<file path="config.mk">
export PLATFORM = sky130hd
export DESIGN_NAME = wsfc_flow
export DESIGN_NICKNAME = d
export VERILOG_FILES = /design/src/verilog/wsfc_pkg.sv /design/src/verilog/wsfc_flow.sv
export VERILOG_INCLUDE_DIRS = /design/src /design/src/verilog
export SDC_FILE = /design/constraint.sdc
export NUM_CORES = 1
export LEC_CHECK = 0
export ABC_AREA = 0
export BUFFER_PORTS_ARGS = -buffer_cell sky130_fd_sc_hd__buf_2
export CAP_MARGIN = 40
export CORE_ASPECT_RATIO = 2
export CORE_MARGIN = 10
export CORE_UTILIZATION = 59
export DETAILED_ROUTE_END_ITERATION = 10
export PLACE_DENSITY = 0.79
export SYNTH_ARGS = -nofsm -noshare
export SYNTH_HDL_FRONTEND = slang
export SYNTH_SLANG_ARGS = --single-unit
</file>
<file path="constraint.sdc">
create_clock -name i_ref_clk -period 4 [get_ports i_ref_clk]
set_input_delay 0.4 -clock i_ref_clk [delete_from_list [all_inputs] [get_ports i_ref_clk]]
set_output_delay 0.4 -clock i_ref_clk [all_outputs]
set_load 0.02 [all_outputs]
</file>
<file path="src/verilog/wsfc_regs.svh">
`ifndef WSFC_REGS_SVH
`define WSFC_REGS_SVH

// Register byte addresses (one 32-bit word each)
`define WSFC_CTRL_ADDR       8'h00
`define WSFC_MODE_ADDR       8'h04
`define WSFC_SEG_ADDR        8'h08
`define WSFC_STATUS_ADDR     8'h0C

// CTRL fields: write-one pulses
`define WSFC_CTRL_RUN        0
`define WSFC_CTRL_ABORT      1
`define WSFC_CTRL_SW_TRIG    2
`define WSFC_CTRL_SW_EVENT   3
`define WSFC_CTRL_SW_ENABLE  4

// MODE fields
`define WSFC_MODE_SEQ        0
`define WSFC_MODE_ARMED      1
`define WSFC_MODE_TRIG_LO    2
`define WSFC_MODE_TRIG_HI    3
`define WSFC_MODE_ELEM_LO    4
`define WSFC_MODE_ELEM_HI    5
`define WSFC_MODE_NSEG_LO    8
`define WSFC_MODE_NSEG_HI    11
`define WSFC_MODE_RESET      32'h0000_0100

// SEG fields: common segment setup
`define WSFC_SEG_LEN_LO      0
`define WSFC_SEG_LEN_HI      15
`define WSFC_SEG_LOOP_LO     16
`define WSFC_SEG_LOOP_HI     23
`define WSFC_SEG_ADV_LO      24
`define WSFC_SEG_ADV_HI      25
`define WSFC_SEG_RESET       32'h0001_0010

// Sample code range
`define WSFC_DAC_MAX         16'h7FFF
`define WSFC_DAC_MIN         16'h8000
`define WSFC_OFFSET_DIV      2

`endif
</file>
<file path="src/verilog/wsfc_pkg.sv">
package wsfc_pkg;

   typedef enum logic [1:0] {
      WSFC_TRIG_CONT,
      WSFC_TRIG_TRIGGERED,
      WSFC_TRIG_GATED
   } wsfc_trig_t;

   typedef enum logic [1:0] {
      WSFC_ADV_AUTO,
      WSFC_ADV_COND,
      WSFC_ADV_REPEAT,
      WSFC_ADV_SINGLE
   } wsfc_adv_t;

   typedef enum {
      WSFC_ST_PROG,
      WSFC_ST_OFFSET,
      WSFC_ST_WAIT_EVT,
      WSFC_ST_PLAY,
      WSFC_ST_END_EVT,
      WSFC_ST_HOLD
   } wsfc_state_t;

endpackage

</file>
<file path="src/verilog/wsfc_flow.sv">
// The implementer's own choices: register access over Avalon-MM and the address map.
`timescale 1ns/10ps
`include "wsfc_regs.svh"
module wsfc_flow
   import wsfc_pkg::*;
#(
   parameter int SAMPLE_W = 16
) (
   // Clock and reset
   input  wire logic                i_ref_clk,
   input  wire logic                i_rst_n,
   // Avalon-MM slave
   input  wire logic [7:0]          i_avs_address,
   input  wire logic                i_avs_read,
   input  wire logic                i_avs_write,
   input  wire logic [31:0]         i_avs_writedata,
   input  wire logic [3:0]          i_avs_byteenable,
   output logic      [31:0]         o_avs_readdata,
   output logic                     o_avs_waitrequest,
   // External control pins
   input  wire logic                i_trig_gate,
   input  wire logic                i_enable,
   input  wire logic                i_adv_event,
   // Sample datapath
   output logic      [SAMPLE_W-1:0] o_sample,
   output logic                     o_sample_valid,
   output logic                     o_playing
);

   typedef struct packed {
      logic [31:0]         rdata;
      logic                wait_n;
      logic [31:0]         mode;
      logic [31:0]         seg;
      logic [2:0]          s_tg;
      logic [2:0]          s_en;
      logic [2:0]          s_ev;
      logic                sw_trig;
      logic                sw_en;
      logic                sw_ev;
      logic                ev_pend;
      logic                en_seen;
      logic                gate_fell;
      logic                first_pass;
      wsfc_state_t         st;
      logic [3:0]          seg_idx;
      logic [7:0]          loop_cnt;
      logic [15:0]         addr;
      logic [SAMPLE_W-1:0] sample;
      logic                valid;
      logic                playing;
   } wsfc_state_s_t;

   wsfc_state_s_t r;
   wsfc_state_s_t next_r;

   // Midpoint of the signed code range, worked out signed so it lands on zero;
   // unsigned arithmetic here would land on the top code instead
   localparam logic [SAMPLE_W-1:0] OFFSET_CODE =
      SAMPLE_W'(($signed(`WSFC_DAC_MAX) + $signed(`WSFC_DAC_MIN)) / `WSFC_OFFSET_DIV);

   function automatic logic [31:0] merge_be(input logic [31:0] old, input logic [31:0] wd,
                                            input logic [3:0] be);
      logic [31:0] res;
      res = old;
      for (int b = 0; b < 4; b++) begin
         if (be[b]) begin
            res[b*8 +: 8] = wd[b*8 +: 8];
         end
      end
      return res;
   endfunction

   // Synthetic waveform: segment index and address give the sample
   function automatic logic [SAMPLE_W-1:0] wave(input logic [3:0] idx, input logic [15:0] a);
      return SAMPLE_W'({idx, a[11:0]});
   endfunction

   // Edge of a synchronised pin: stage 2 against stage 3
   function automatic logic rise_of(input logic [2:0] s);
      return s[1] & ~s[2];
   endfunction

   function automatic logic fall_of(input logic [2:0] s);
      return ~s[1] & s[2];
   endfunction

   // Next segment, back to the first after the last one
   function automatic logic [3:0] seg_after(input logic [3:0] idx, input logic [3:0] last);
      logic [3:0] res;
      if (idx == last) begin
         res = 4'h0;
      end else begin
         res = idx + 4'h1;
      end
      return res;
   endfunction

   // Write-one command on CTRL; only byte lane 0 carries commands
   function automatic logic ctrl_cmd(input logic hit, input logic [3:0] be, input logic [31:0] wd,
                                     input int pos);
      return hit & be[0] & wd[pos];
   endfunction

   // STATUS word: loop count, segment, stored event, enable, playing, running
   function automatic logic [31:0] status_word(input wsfc_state_s_t s);
      logic [31:0] res;
      res       = 32'h0000_0000;
      res[15:8] = s.loop_cnt;
      res[7:4]  = s.seg_idx;
      res[3]    = s.ev_pend;
      res[2]    = s.en_seen;
      res[1]    = s.playing;
      res[0]    = s.st != WSFC_ST_PROG;
      return res;
   endfunction

   wsfc_trig_t  trig_mode;
   wsfc_adv_t   adv_mode;
   wsfc_adv_t   elem_mode;
   logic        armed;
   logic        seq_mode;
   logic [3:0]  nseg;
   logic [15:0] seg_len;
   logic [7:0]  seg_loops;
   logic        tg_rise;
   logic        tg_fall;
   logic        en_now;
   logic        ev_in;
   logic        acc;
   logic        wr_ctrl;

   // Decoded CTRL commands
   logic        run_cmd;
   logic        abort_cmd;

   always_comb begin
      trig_mode = wsfc_trig_t'(r.mode[`WSFC_MODE_TRIG_HI:`WSFC_MODE_TRIG_LO]);
      elem_mode = wsfc_adv_t'(r.mode[`WSFC_MODE_ELEM_HI:`WSFC_MODE_ELEM_LO]);
      adv_mode  = wsfc_adv_t'(r.seg[`WSFC_SEG_ADV_HI:`WSFC_SEG_ADV_LO]);
      armed     = r.mode[`WSFC_MODE_ARMED];
      seq_mode  = r.mode[`WSFC_MODE_SEQ];
      nseg      = r.mode[`WSFC_MODE_NSEG_HI:`WSFC_MODE_NSEG_LO];
      seg_len   = r.seg[`WSFC_SEG_LEN_HI:`WSFC_SEG_LEN_LO];
      seg_loops = r.seg[`WSFC_SEG_LOOP_HI:`WSFC_SEG_LOOP_LO];
      // Only stage 2 and 3 are read; stage 1 is the metastable catch
      tg_rise   = rise_of(r.s_tg) | r.sw_trig;
      tg_fall   = fall_of(r.s_tg);
      en_now    = r.s_en[1] | r.sw_en;
      ev_in     = rise_of(r.s_ev) | r.sw_ev;
      acc       = ~r.wait_n & (i_avs_read | i_avs_write);
      wr_ctrl   = acc & i_avs_write & (i_avs_address == `WSFC_CTRL_ADDR);
      run_cmd   = ctrl_cmd(wr_ctrl, i_avs_byteenable, i_avs_writedata, `WSFC_CTRL_RUN);
      abort_cmd = ctrl_cmd(wr_ctrl, i_avs_byteenable, i_avs_writedata, `WSFC_CTRL_ABORT);
   end

   always_comb begin
      logic [3:0] last_seg;
      logic       elem_end;
      logic       last_loop;
      logic       wrap;
      logic       hold_first;
      last_seg   = seq_mode ? nseg - 4'h1 : 4'h0;
      elem_end   = 1'b0;
      last_loop  = 1'b0;
      wrap       = 1'b0;
      hold_first = 1'b0;
      next_r     = r;

      // Single-cycle answer: waitrequest drops for exactly one cycle per access
      next_r.wait_n  = acc;
      next_r.rdata   = 32'h0000_0000;
      next_r.sw_trig = 1'b0;
      next_r.sw_en   = 1'b0;
      next_r.sw_ev   = 1'b0;
      if (acc && i_avs_write) begin
         unique case (i_avs_address)
            `WSFC_MODE_ADDR: next_r.mode = merge_be(r.mode, i_avs_writedata, i_avs_byteenable);
            `WSFC_SEG_ADDR:  next_r.seg  = merge_be(r.seg, i_avs_writedata, i_avs_byteenable);
            default: ;
         endcase
      end
      if (acc && i_avs_read) begin
         unique case (i_avs_address)
            `WSFC_CTRL_ADDR:   next_r.rdata = 32'h0000_0000;
            `WSFC_MODE_ADDR:   next_r.rdata = r.mode;
            `WSFC_SEG_ADDR:    next_r.rdata = r.seg;
            `WSFC_STATUS_ADDR: next_r.rdata = status_word(r);
            default:           next_r.rdata = 32'h0000_0000;
         endcase
      end
      if (wr_ctrl && i_avs_byteenable[0]) begin
         next_r.sw_trig = i_avs_writedata[`WSFC_CTRL_SW_TRIG];
         next_r.sw_en   = i_avs_writedata[`WSFC_CTRL_SW_ENABLE];
         next_r.sw_ev   = i_avs_writedata[`WSFC_CTRL_SW_EVENT];
      end

      next_r.s_tg = {r.s_tg[1:0], i_trig_gate};
      next_r.s_en = {r.s_en[1:0], i_enable};
      next_r.s_ev = {r.s_ev[1:0], i_adv_event};

      if (ev_in) begin
         next_r.ev_pend = 1'b1;
      end
      if (tg_fall && trig_mode == WSFC_TRIG_GATED) begin
         next_r.gate_fell = 1'b1;
      end

      // Armed continuous: enable may arrive any time while first element loops
      if (en_now && r.st == WSFC_ST_PLAY && r.first_pass) begin
         next_r.en_seen = 1'b1;
      end

      elem_end  = r.addr == seg_len - 16'h1;
      last_loop = r.loop_cnt == seg_loops - 8'h1;

      unique case (r.st)
         WSFC_ST_PROG: begin
            next_r.sample  = OFFSET_CODE;
            next_r.valid   = 1'b0;
            next_r.playing = 1'b0;
            if (run_cmd) begin
               next_r.st = WSFC_ST_OFFSET;
            end
         end
         WSFC_ST_OFFSET: begin
            next_r.sample     = OFFSET_CODE;
            next_r.valid      = 1'b1;
            next_r.playing    = 1'b0;
            next_r.seg_idx    = 4'h0;
            next_r.loop_cnt   = 8'h00;
            next_r.addr       = 16'h0000;
            next_r.first_pass = 1'b1;
            next_r.gate_fell  = 1'b0;
            next_r.en_seen    = 1'b0;
            if (trig_mode == WSFC_TRIG_CONT) begin
               next_r.st = WSFC_ST_WAIT_EVT;
            end else if (tg_rise && (!armed || en_now)) begin
               // Enable looked at only here, at the start
               next_r.st = WSFC_ST_WAIT_EVT;
            end
         end
         WSFC_ST_WAIT_EVT: begin
            // Single waits before every pass except while an armed first element is held; others go straight on.
            // Output pauses here, so o_playing drops between passes
            next_r.playing = 1'b0;
            if (adv_mode != WSFC_ADV_SINGLE) begin
               next_r.st = WSFC_ST_PLAY;
            end else if (r.ev_pend) begin
               next_r.ev_pend = ev_in;
               next_r.st      = WSFC_ST_PLAY;
            end
         end
         WSFC_ST_PLAY: begin
            next_r.sample  = wave(r.seg_idx, r.addr);
            next_r.valid   = 1'b1;
            next_r.playing = 1'b1;
            next_r.addr    = r.addr + 16'h1;
            if (elem_end) begin
               next_r.addr     = 16'h0000;
               next_r.loop_cnt = r.loop_cnt + 8'h01;
               hold_first = armed && trig_mode == WSFC_TRIG_CONT && r.first_pass &&
                            r.seg_idx == 4'h0 && !(r.en_seen || en_now);
               if (hold_first) begin
                  next_r.loop_cnt = 8'h00;
               end else if (adv_mode == WSFC_ADV_COND ||
                            (trig_mode == WSFC_TRIG_GATED && !r.gate_fell && !seq_mode)) begin
                  next_r.loop_cnt = 8'h00;
                  // Conditional element moves on only on a stored event
                  if (seq_mode && adv_mode == WSFC_ADV_COND && r.ev_pend) begin
                     next_r.ev_pend = ev_in;
                     wrap = r.seg_idx == last_seg;
                     next_r.seg_idx = seg_after(r.seg_idx, last_seg);
                  end
               end else if (last_loop) begin
                  next_r.loop_cnt = 8'h00;
                  if (adv_mode == WSFC_ADV_REPEAT) begin
                     next_r.st = WSFC_ST_END_EVT;
                  end else begin
                     wrap = r.seg_idx == last_seg;
                     next_r.seg_idx = seg_after(r.seg_idx, last_seg);
                     next_r.first_pass = 1'b0;
                  end
               end
               if (adv_mode == WSFC_ADV_SINGLE && !hold_first) begin
                  next_r.st = WSFC_ST_WAIT_EVT;
               end
               if (wrap) begin
                  if (trig_mode == WSFC_TRIG_CONT) begin
                     next_r.first_pass = 1'b1;
                     next_r.en_seen    = 1'b0;
                  end else if (trig_mode == WSFC_TRIG_GATED && !r.gate_fell) begin
                     next_r.st = WSFC_ST_WAIT_EVT;
                  end else begin
                     next_r.st = WSFC_ST_HOLD;
                  end
               end
            end
         end
         WSFC_ST_END_EVT: begin
            // Last sample stands until an event has been stored
            next_r.playing = 1'b0;
            if (r.ev_pend) begin
               next_r.ev_pend = ev_in;
               wrap = r.seg_idx == last_seg;
               next_r.seg_idx    = seg_after(r.seg_idx, last_seg);
               next_r.first_pass = 1'b0;
               if (!wrap) begin
                  next_r.st = WSFC_ST_WAIT_EVT;
               end else if (trig_mode == WSFC_TRIG_CONT) begin
                  next_r.st = WSFC_ST_WAIT_EVT;
                  next_r.first_pass = 1'b1;
               end else begin
                  next_r.st = WSFC_ST_HOLD;
               end
            end
         end
         WSFC_ST_HOLD: begin
            // Last sample stays in o_sample
            next_r.playing = 1'b0;
         end
      endcase

      // Abort wins over everything, mid-element
      // A fresh RUN is needed to leave programming again
      if (abort_cmd) begin
         next_r.st      = WSFC_ST_PROG;
         next_r.sample  = OFFSET_CODE;
         next_r.playing = 1'b0;
         next_r.valid   = 1'b0;
         next_r.ev_pend = 1'b0;
      end
   end

   always_ff @(posedge i_ref_clk or negedge i_rst_n) begin
      if (!i_rst_n) begin
         r         <= '0;
         r.mode    <= `WSFC_MODE_RESET;
         r.seg     <= `WSFC_SEG_RESET;
         r.st      <= WSFC_ST_PROG;
         r.sample  <= OFFSET_CODE;
      end else begin
         r <= next_r;
      end
   end

   assign o_avs_readdata    = r.rdata;
   assign o_avs_waitrequest = ~r.wait_n;
   assign o_sample          = r.sample;
   assign o_sample_valid    = r.valid;
   assign o_playing         = r.playing;

endmodule

</file>
# Word-level counts from Yosys, hierarchy flattened

Index checks and enable logic that the tools add are counted.

Register bits: 190
Input port bits: 51
Output and inout port bits: 51
Logic and storage cells: 189

Add/subtract/negate cells: 6
Equality and inequality tests: 28
Muxes and demuxes: 64
Bitwise operators: 17
Reductions and logical operators: 47

Operator list:

| cell                                                                   | number |
|---|---|
| 32-bit two-way mux                                                     | 10 |
| 45-bit two-way mux                                                     | 5 |
| 32-bit case mux with 5 select lines                                    | 1 |
| 32-bit by 3-bit equality test with 1-bit output, second input constant | 3 |
| 32-bit case mux with 3 select lines                                    | 1 |
| 37-bit two-way mux                                                     | 2 |
| 33-bit two-way mux                                                     | 2 |
| 32-bit by 2-bit equality test with 1-bit output, second input constant | 2 |
| 61-bit two-way mux                                                     | 1 |
| 17-bit case mux with 3 select lines                                    | 1 |
| 24-bit case mux with 2 select lines                                    | 1 |
| 32-bit by 1-bit equality test with 1-bit output, second input constant | 1 |
| 32-bit zero test                                                       | 1 |
| 32-bit nonzero test                                                    | 1 |
| 3-bit AND reduction                                                    | 9 |
| 1-bit two-way mux                                                      | 23 |
| 18-bit two-way mux                                                     | 1 |
| 3-bit != test, second input constant                                   | 6 |
| 16-bit by 1-bit adder with 16-bit output, second input constant        | 1 |
| 16-bit equality test                                                   | 1 |
| 8-bit by 4-bit equality test with 1-bit output, second input constant  | 2 |
| 1-bit logical AND                                                      | 16 |
| 4-bit two-way mux                                                      | 4 |
| 16-bit by 1-bit subtractor with 16-bit output, second input constant   | 1 |
| 34 further kinds                                                       | 66 |

# Longest topological paths before layout

Gate-level depths: netlist of run 1.

Word-level depth: 18
Gate-level depth with buffers: 15
Gate-level depth less buffers: 10

# Least setup slack after synthesis of run 1

OpenSTA, ideal clock, no wires.

Kind: register to register
Start: reg r[94] in the netlist's numbering
End: reg r[67] in the netlist's numbering
Setup time: 0.119 ns
Arrival time: 3.499 ns
Data required time: 3.881 ns
Slack: 0.382 ns
Cell stages (with the launch flop): 16
Buffers on the path: 5
Period minus slack after synthesis: 3.618 ns
Cell sequence: dfrtp_1 > clkbuf_1 > inv_1 > ha_1 > buf_2 > nor4b_1 > nand4_1 > xnor2_1 > or4_4 > or4_4 > buf_6 > a21oi_2 > a21oi_1 > buf_2 > buf_6 > and2_1

Longest elaborated chain between the ends: 4

RTL lines:

| element                                       | RTL line         | RTL |
|---|---|---|
| from (decl)                                   | wsfc_flow.sv:54  | `wsfc_state_s_t r;` |
| from (signal assigned)                        | wsfc_flow.sv:343 | `r <= next_r;` |
| 16-bit by 1-bit subtractor with 16-bit output | wsfc_flow.sv:214 | `elem_end = r.addr == seg_len - 16'h1;` |
| 16-bit equality test                          | wsfc_flow.sv:214 |  |
| 3-bit != test (no line)                       | n/a              |  |
| 6-bit AND reduction (no line)                 | n/a              |  |

No other way between the ends.
A chain may end at the register's enable or synchronous reset.

# Final worst setup path of run 1

Start: reg r[94] in the netlist's numbering
End: reg r[38] in the netlist's numbering

Longest elaborated chain between the ends: 4

RTL lines:

| element                                       | RTL line |
|---|---|
| 16-bit by 1-bit subtractor with 16-bit output | wsfc_flow.sv:214 |
| 16-bit equality test                          | wsfc_flow.sv:214 |
| 2-bit != test (no line)                       | n/a |
| 2-bit AND reduction (no line)                 | n/a |

No other way between the ends.

==> flow_summary.json, run 1 <==
{
  "drv_cap": 0,
  "crit_required_ns": 4.36,
  "syn-num-nets": 954,
  "cts_sinks": 190,
  "period_needed_ns": 3.47,
  "die_h_um": 200,
  "seq_area_mm2": 0.00476,
  "numCtsBuffers": 17,
  "synth_cells": 896,
  "tightest_slew_ns": 0.820,
  "grt-ovfl-total": 0,
  "synth_area_mm2": 0.00955,
  "root_buffer": "clkbuf_16",
  "grt_util_all_layers_pct": 23.0,
  "fillCellCount": 1284,
  "ctsHtreeMaxLevel": 4,
  "initial_core_util_pct": 60.2,
  "drive_gt1_share_pct": 26.0,
  "finalWirelength_mm": 24.4,
  "critPathKind": "reg -> reg",
  "finClkSkew_ns": 0.00993,
  "drt-initial-drc-count": 457,
  "max_freq_ghz": 0.288,
  "grt_max_degree": 89,
  "place_inst": 1121,
  "cts_setup_buffers": 0,
  "finalHoldViolations": 0,
  "yosysTopAreaCell": "dfrtp_1",
  "final_cell_mix": "187 x dfrtp_1, 100 x buf_2, 79 x mux2_2",
  "final_cells": 1152,
  "grt_pass1_wl_mm": 39.1,
  "first_global_vias": 7465,
  "dr.pass1.iters": 5,
  "timing.rr.start": "r[94]",
  "drv_slew": 0,
  "postCtsHoldBufs": 0,
  "crit_path_end_kind": "flop",
  "synth_edf_count": 0,
  "clock_path_buffers": 2,
  "status": "finished clean",
  "antenna_left": 0,
  "avgSynthCellArea_um2": 10.7,
  "viasPerCell": 6.16,
  "setup_tns_ns": 0,
  "p_per_area_mw_per_mm2": 447,
  "diodes": 0,
  "ys_types": 73,
  "worst_setup_path_start_kind": "flop",
  "startpoint": "r[94]",
  "final_common_cell": "dfrtp_1",
  "core_mm2": 0.0159,
  "numPortBuffers": 101,
  "finalNetCount": 997,
  "power.leakage_nw": 5.13,
  "rows": 65,
  "globalplace.congestion": 0.993,
  "multi_input_area_mm2": 0.00414,
  "area_growth_pct": 9.84,
  "vdd_drop_max_mv": 0.303,
  "async_flop_share_pct": 100,
  "cts_tree": "built",
  "die_area_mm2": 0.0220,
  "drc": 0,
  "rsz0062_at_grt": "false",
  "setup_viol": 0,
  "insertion_delay_ns": 0.44,
  "holdWs_ns": 0.00613,
  "ys_ff_latch": 190,
  "wl_per_cell_um": 21.2,
  "ys.flop_type": "dfrtp_1",
  "worstHoldPathType": "in -> async",
  "ioPinCount": 102,
  "yosysWarnings": 0,
  "worstPathMaxFanout": 12,
  "ys_seq_area_share_pct": 49.8,
  "critPathArrivalTime_ns": 3.83,
  "hpwl_mm": 18.0,
  "path_clk_slew_ns": 0.07,
  "synth.area.top_cells": "dfrtp_1 49%, mux2_2 9.3%, buf_4 3.8%",
  "synth_top_area_share_pct": 49.0,
  "num_vias": 7102,
  "slew-limit-headroom_pct": 44.8,
  "final_util_pct": 66.2,
  "die_w_um": 110,
  "cts_resized": 0,
  "antenna_found_initial": 0,
  "period_share_pct": 86.8
}
-- cell usage after synthesis (all sizes together) (9+ instances only) --
cell and n:
a21oi 22, a22o 20, a22oi 31, and2 40, and3 15, buf 58
clkbuf 37, dfrtp 187, inv 21, mux2 79, nand2 52, nand3 23
nand4 10, nor2 64, nor3 20, nor4 17, o21ai 45, o31ai 9
xnor2 16, xor2 19
-- sequential cells by signal, indices dropped and copies added (netlist names), 2 cells and up --
register and flops:
adv_mode 2, elem_mode 2, next_r 6, nseg 4, o_avs_readdata 32, o_sample 16, r 125
-- metrics by stage --
step                worst slack [ns]  total power [mW]  area, um^2
CTS                            0.546              4.72       10500
global route                   0.352              4.90       10500
finish                         0.527              4.69       10500
detailed placement             0.570              2.98        9890
global placement               0.623              2.95        9880
floorplan                      0.382              2.69        9550
-- layout make-up --
cell class              instances  share of cell area (%)
flip-flops and latches        190                    45.4
multi-input cells             590                    39.5
repair buffers                119                    6.31
clock buffers                  19                    4.22
well taps                     201                    2.40
clock inverters                12                    1.50
inverters                      21                   0.751
-- routing by layer --
layer	up-vias	global-route usage [%]	part of all wire, %
li1	3266	-	-
met1	3503	24.6	35
met2	254	39.8	54
met3	79	5.04	5.6
met4	0	14.4	5.5
met5	-	0	0
-- logic make-up after synthesis --
group | Yosys count | share of synthesized area (%)
DFF | 190 | 49.8
and+or+nand+nor | 282 | 15.9
xor gates and xnor gates | 36 | 3.46
buffers and inverters | 116 | 6.89
AOI/OAI and AO/OA | 182 | 13.3
adders and majority gates | 7 | 0.917
muxes | 83 | 9.73
-- power by group --
group / switching (mW) / total [mW] / internal [mW]
clock: 0.745 / 1.75 / 1.00
combinational: 0.557 / 0.847 / 0.291
sequential: 0.109 / 2.10 / 1.99
-- worst max-delay path, stage by stage, from the launching register on --
cell and delay [ns]:
dfrtp_1 0.39, inv_1 0.06, ha_1 0.33, nor4b_1 0.27, buf_4 0.17, nand4_1 0.10
xnor2_1 0.16, or4_4 0.51, or4_4 0.62, nor4_4 0.28, buf_4 0.23, a211oi_1 0.09
mux2i_1 0.16
-- final timing paths --
kind | endpoint | slack (ns) | cells after the start
min reg2reg | next_r[90] | 0.35 | 0
max | r[38] | 0.53 | 12
max reg2reg | r[38] | 0.53 | 12
max in group asynchronous | r[110] | 3.07 | 2
min in group i_ref_clk | next_r[92] | 0.06 | 1
min | o_sample[13] | 0.006 | 1
No activity file was read; power rests on OpenSTA's default activity.
==> run 2: changes to the inputs <==
--- a/config.mk
+++ b/config.mk
@@ -11,9 +11,9 @@
 export CAP_MARGIN = 40
 export CORE_ASPECT_RATIO = 2
 export CORE_MARGIN = 10
-export CORE_UTILIZATION = 59
+export CORE_UTILIZATION = 53
 export DETAILED_ROUTE_END_ITERATION = 10
-export PLACE_DENSITY = 0.79
+export PLACE_DENSITY = 0.75
 export SYNTH_ARGS = -nofsm -noshare
 export SYNTH_HDL_FRONTEND = slang
 export SYNTH_SLANG_ARGS = --single-unit
==> constraint.sdc (replaced) <==
create_clock -name i_ref_clk -period 3 [get_ports i_ref_clk]
set_input_delay 0.3 -clock i_ref_clk [delete_from_list [all_inputs] [get_ports i_ref_clk]]
set_output_delay 0.3 -clock i_ref_clk [all_outputs]
set_load 0.02 [all_outputs]
==> run 2 against run 1 <==
  * The run now ends with negative setup slack left
  * Sequential cell count stayed put
  * First-iteration DRC count decreased by 3.9%
  * Worst hold slack gained 0.085 ns
  * Clock power grew 29%
  * Via count increased by 4.8%
  * Largest cell class unchanged
==> flow_summary.json, run 2 (synthesis results as in run 1) <==
{
  "viasPerCell": 5.95,
  "core_mm2": 0.0178,
  "worstPathMaxFanout": 7,
  "grtUsageMet1_pct": 23.5,
  "vdd_drop_max_mv": 0.394,
  "finClkSkew_ns": 0.0123,
  "tightest_slew_ns": 0.807,
  "finalHoldViolations": 0,
  "clock_path_buffers": 2,
  "cts_sinks": 190,
  "die_h_um": 210,
  "ctsHtreeMaxLevel": 4,
  "antenna_found_initial": 0,
  "drv_slew": 0,
  "grt_util_all_layers_pct": 21.7,
  "place_inst": 1211,
  "setup_tns_ns": -2.47,
  "cts_tree": "built",
  "use_met3_pct": 3.66,
  "worst_setup_path_start_kind": "flop",
  "largest_reg_flops": 125,
  "fin_ws_ns": -0.127,
  "root_buffer": "clkbuf_16",
  "period_needed_ns": 3.13,
  "grtUsageMet2_pct": 37.6,
  "critPathKind": "reg -> reg",
  "worstHoldPathType": "in -> reg",
  "finalWirelength_mm": 25.8,
  "antenna_left": 0,
  "numCtsBuffers": 17,
  "slew-limit-headroom_pct": 46.2,
  "rows": 69,
  "status": "finished, violations left",
  "finalNetCount": 1083,
  "first_global_vias": 7849,
  "setup_viol": 41,
  "path_clk_slew_ns": 0.07,
  "ioPinCount": 102,
  "globalplace.congestion": 0.964,
  "hpwl_mm": 19.2,
  "critPathArrivalTime_ns": 3.47,
  "num_vias": 7442,
  "drive_gt1_share_pct": 34.7,
  "area_growth_pct": 19.1,
  "diodes": 0,
  "die_w_um": 115,
  "insertion_delay_ns": 0.44,
  "numPortBuffers": 101,
  "drv_cap": 0,
  "crit_path_end_kind": "flop",
  "crit_required_ns": 3.34,
  "wl_per_cell_um": 20.6,
  "period_share_pct": 104,
  "power.leakage_nw": 5.64,
  "final_cells": 1251,
  "initial_core_util_pct": 53.7,
  "grt-ovfl-total": 0,
  "drc": 0,
  "final_util_pct": 64.0,
  "die_area_mm2": 0.0241,
  "rsz0062_at_grt": "true",
  "grt_pass1_wl_mm": 41.4,
  "grt_max_degree": 98,
  "grt.busiest_layer": "met2",
  "holdWs_ns": 0.0915,
  "final_cell_mix": "187 x dfrtp_1, 100 x buf_2, 93 x buf_4",
  "dr.pass1.iters": 5,
  "final_common_cell": "dfrtp_1",
  "violations": "negative setup slack",
  "regMostFlops": "r",
  "p_per_area_mw_per_mm2": 579,
  "max_freq_ghz": 0.320,
  "drt-initial-drc-count": 439
}
[run 2: cell type report]
type                       count  area, um^2
tap                          213         267
fill                        1438        6410
timing repair buffer         205        1370
inverter                      21        81.3
sequential                   190        4760
multi-input combinational    590        4330
clock buffer                  19         453
clock inverter                13         128
[run 2: power by group]
| group | internal [mW] | switching [mW] | leakage [nW] |
|---|---|---|---|
| Sequential | 2.65 | 0.0880 | 2.60 |
| Combinational | 0.656 | 0.933 | 2.75 |
| Clock | 1.21 | 1.05 | 0.289 |
| Total | 4.52 | 2.07 | 5.64 |
[run 2: timing repair]
action	in CTS	in global routing
buffers inserted	0	3
hold endpoints to repair	60	0
endpoints found under the setup margin	63	61
hold buffers	4	0
gates resized for setup	6	28
pin swaps	3	13
cloned	0	1
[run 2: critical path, stage by stage, from the launching register on]
cell and delay [ns]:
dfrtp_1 0.40, buf_6 0.13, nor4_4 0.30, and4b_2 0.28, xnor2_1 0.06, or4_4 0.57, or4_4 0.63, a2111o_1 0.38
a32o_1 0.21, o31ai_1 0.06
[run 2: per-layer routing]
layer,share of wire (%),vias up
li1,-,3438
met2,53,239
met3,4.7,79
met4,5.6,0
met1,37,3686
met5,0,-
[run 2: per-stage QoR]
stage | area [um^2] | setup WS (ns) | total power [mW]
after floorplan | 9640 | -0.281 | 3.62
after global placement | 10600 | -0.208 | 4.26
after detailed placement | 10600 | -0.258 | 4.28
after CTS | 11200 | -0.0829 | 6.54
after global routing | 11400 | -0.208 | 6.85
final | 11400 | -0.127 | 6.59
[run 2: path summary, 6_finish.rpt]
path	cells after the start	to	startpoint	slack, ns
max in group asynchronous	3	r[98]	i_rst_n	1.60
min in group asynchronous	2	o_sample[14]	i_rst_n	0.50
worst max-delay path	9	r[47]	r[102]	-0.13
worst min-delay path	3	r[158]	i_avs_read	0.09
worst min register to register	0	next_r[87]	next_r[86]	0.35
worst max register to register	9	r[47]	r[102]	-0.13
==> run 3: changes to the inputs <==
--- a/config.mk
+++ b/config.mk
@@ -8,7 +8,6 @@
 export LEC_CHECK = 0
 export ABC_AREA = 0
 export BUFFER_PORTS_ARGS = -buffer_cell sky130_fd_sc_hd__buf_2
-export CAP_MARGIN = 40
 export CORE_ASPECT_RATIO = 2
 export CORE_MARGIN = 10
 export CORE_UTILIZATION = 53
==> constraint.sdc (replaced) <==
create_clock -name i_ref_clk -period 2.8 [get_ports i_ref_clk]
set_input_delay 0.28 -clock i_ref_clk [delete_from_list [all_inputs] [get_ports i_ref_clk]]
set_output_delay 0.28 -clock i_ref_clk [all_outputs]
set_load 0.02 [all_outputs]
==> run 3 against run 2 <==
  * The flow still finishes with violations (negative setup slack)
  * Critical path depth is 4 higher
  * Total power is 12% higher
  * Clock-buffer cell count decreased by 1
  * Critical path type unchanged
  * Largest cell class unchanged
==> flow_summary.json, run 3 (synthesis results as in run 1) <==
{
  "final_common_cell": "dfrtp_1",
  "largest_reg_flops": 125,
  "finalWirelength_mm": 27.2,
  "cp_top_family": "compound AO/OA/AOI/OAI gates",
  "finClkSkew_ns": 0.0108,
  "antenna_left": 0,
  "period_needed_ns": 3.10,
  "worst_setup_path_start_kind": "flop",
  "holdWs_ns": 0.0740,
  "slew-limit-headroom_pct": 52.8,
  "numCtsBuffers": 17,
  "place_inst": 1229,
  "path_common_cell": "buf_4",
  "clock_path_buffers": 2,
  "final_cell_mix": "185 x dfrtp_1, 110 x buf_4, 101 x buf_2",
  "power.leakage_nw": 5.83,
  "critPathArrivalTime_ns": 3.45,
  "globalplace.congestion": 0.993,
  "die_h_um": 210,
  "drv_cap": 0,
  "drc": 0,
  "worstPathMaxFanout": 7,
  "crit_required_ns": 3.15,
  "final_cells": 1278,
  "vdd_drop_max_mv": 0.478,
  "max_freq_ghz": 0.323,
  "setup_viol": 63,
  "finalNetCount": 1110,
  "worstHoldPathType": "in -> reg",
  "critPathKind": "reg -> reg",
  "die_w_um": 115,
  "cts_tree": "built",
  "dr.pass1.iters": 5,
  "path_clk_slew_ns": 0.08,
  "grt_pass1_wl_mm": 43.4,
  "finalHoldViolations": 0,
  "ctsHtreeMaxLevel": 4,
  "crit_chain": "inv_4 > ha_4 > buf_6 > buf_4 > o21bai_1 > a211oi_2 > or2_2 > o2bb2ai_1 > buf_4 > or4_4 > a2111o_1 > a32o_1 > o31ai_1",
  "grt_max_degree": 81,
  "regMostFlops": "r",
  "grt_util_all_layers_pct": 22.9,
  "num_vias": 7722,
  "drt-initial-drc-count": 418,
  "slowest_stage": "or4_4",
  "tightest_slew_ns": 0.708,
  "rows": 69,
  "wl_per_cell_um": 21.3,
  "insertion_delay_ns": 0.44,
  "worst-path-buf-inv": 4,
  "hpwl_mm": 20.0,
  "cts_sinks": 190,
  "grt-ovfl-total": 0,
  "rsz0062_at_grt": "true",
  "area_growth_pct": 22.8,
  "drv_slew": 0,
  "die_area_mm2": 0.0241,
  "violations": "negative setup slack",
  "diodes": 0,
  "viasPerCell": 6.04,
  "ioPinCount": 102,
  "fin_ws_ns": -0.300,
  "first_global_vias": 8305,
  "drive_gt1_share_pct": 37.0,
  "numPortBuffers": 101,
  "root_buffer": "clkbuf_16",
  "initial_core_util_pct": 53.7,
  "status": "finished, violations left",
  "period_share_pct": 111,
  "fillCellCount": 1377,
  "crit_path_end_kind": "flop",
  "p_per_area_mw_per_mm2": 630,
  "core_mm2": 0.0178,
  "antenna_found_initial": 0,
  "slowest_delay_ns": 0.56
}
[run 3: worst paths after layout]
path / start / to / slack, ns / cells past startpoint
max: r[94] / r[47] / -0.30 / 13
min in group asynchronous: i_rst_n / r[22] / 0.45 / 2
min reg2reg: next_r[89] / next_r[90] / 0.35 / 0
min: i_avs_read / r[158] / 0.07 / 3
max reg2reg: r[94] / r[47] / -0.30 / 13
max in group asynchronous: i_rst_n / o_avs_readdata[30] / 1.53 / 3
[run 3: stage by stage]
stage	utilization [%]	TNS (ns)	power, mW	area [um^2]	setup slack, ns
2_1_floorplan	-	-20.04	3.88	9640	-0.481
3_3_place_gp	60.3	-18.40	4.62	10700	-0.426
3_5_place_dp	60.3	-20.21	4.65	10700	-0.457
4_1_cts	65.4	-10.89	7.33	11600	-0.267
5_1_grt	66.0	-21.68	7.68	11700	-0.415
6_report	66.0	-13.62	7.38	11700	-0.300
[run 3: final cells by class]
cell class                 count  area (um^2)  share of cell area [%]
sequential                   190         4760                    40.6
timing repair buffer         232         1610                    13.7
clock inverter                14          194                    1.65
tap                          213          267                    2.27
inverter                      21         81.3                   0.693
clock buffer                  18          439                    3.74
multi-input combinational    590         4380                    37.3
[run 3: routing by layer]
layer | global-route usage, % | up-vias | part of all wire [%]
li1 | - | 3511 | -
met1 | 23.6 | 3801 | 34
met2 | 39.7 | 306 | 54
met3 | 4.17 | 104 | 5.0
met4 | 16.6 | 0 | 6.8
met5 | 0 | - | 0
[run 3: worst min-delay path, stage by stage]
cell    delay, ns
buf_2        0.09
nor2_1       0.04
nor2_1       0.07
[run 3: report_power, final]
part,leakage [nW],internal (mW),switching [mW]
clock network,0.309,1.47,1.14
logic,2.92,0.788,1.07
registers,2.60,2.84,0.0834
[run 3: repair_timing]
item                                   in CTS  in global routing
setup endpoints to repair                  63                 63
buffers inserted                            8                  5
hold buffers                                4                  0
pin swaps                                  23                 10
cloned                                      1                  0
endpoints found under the hold margin      77                  0
resized for setup                          48                 20
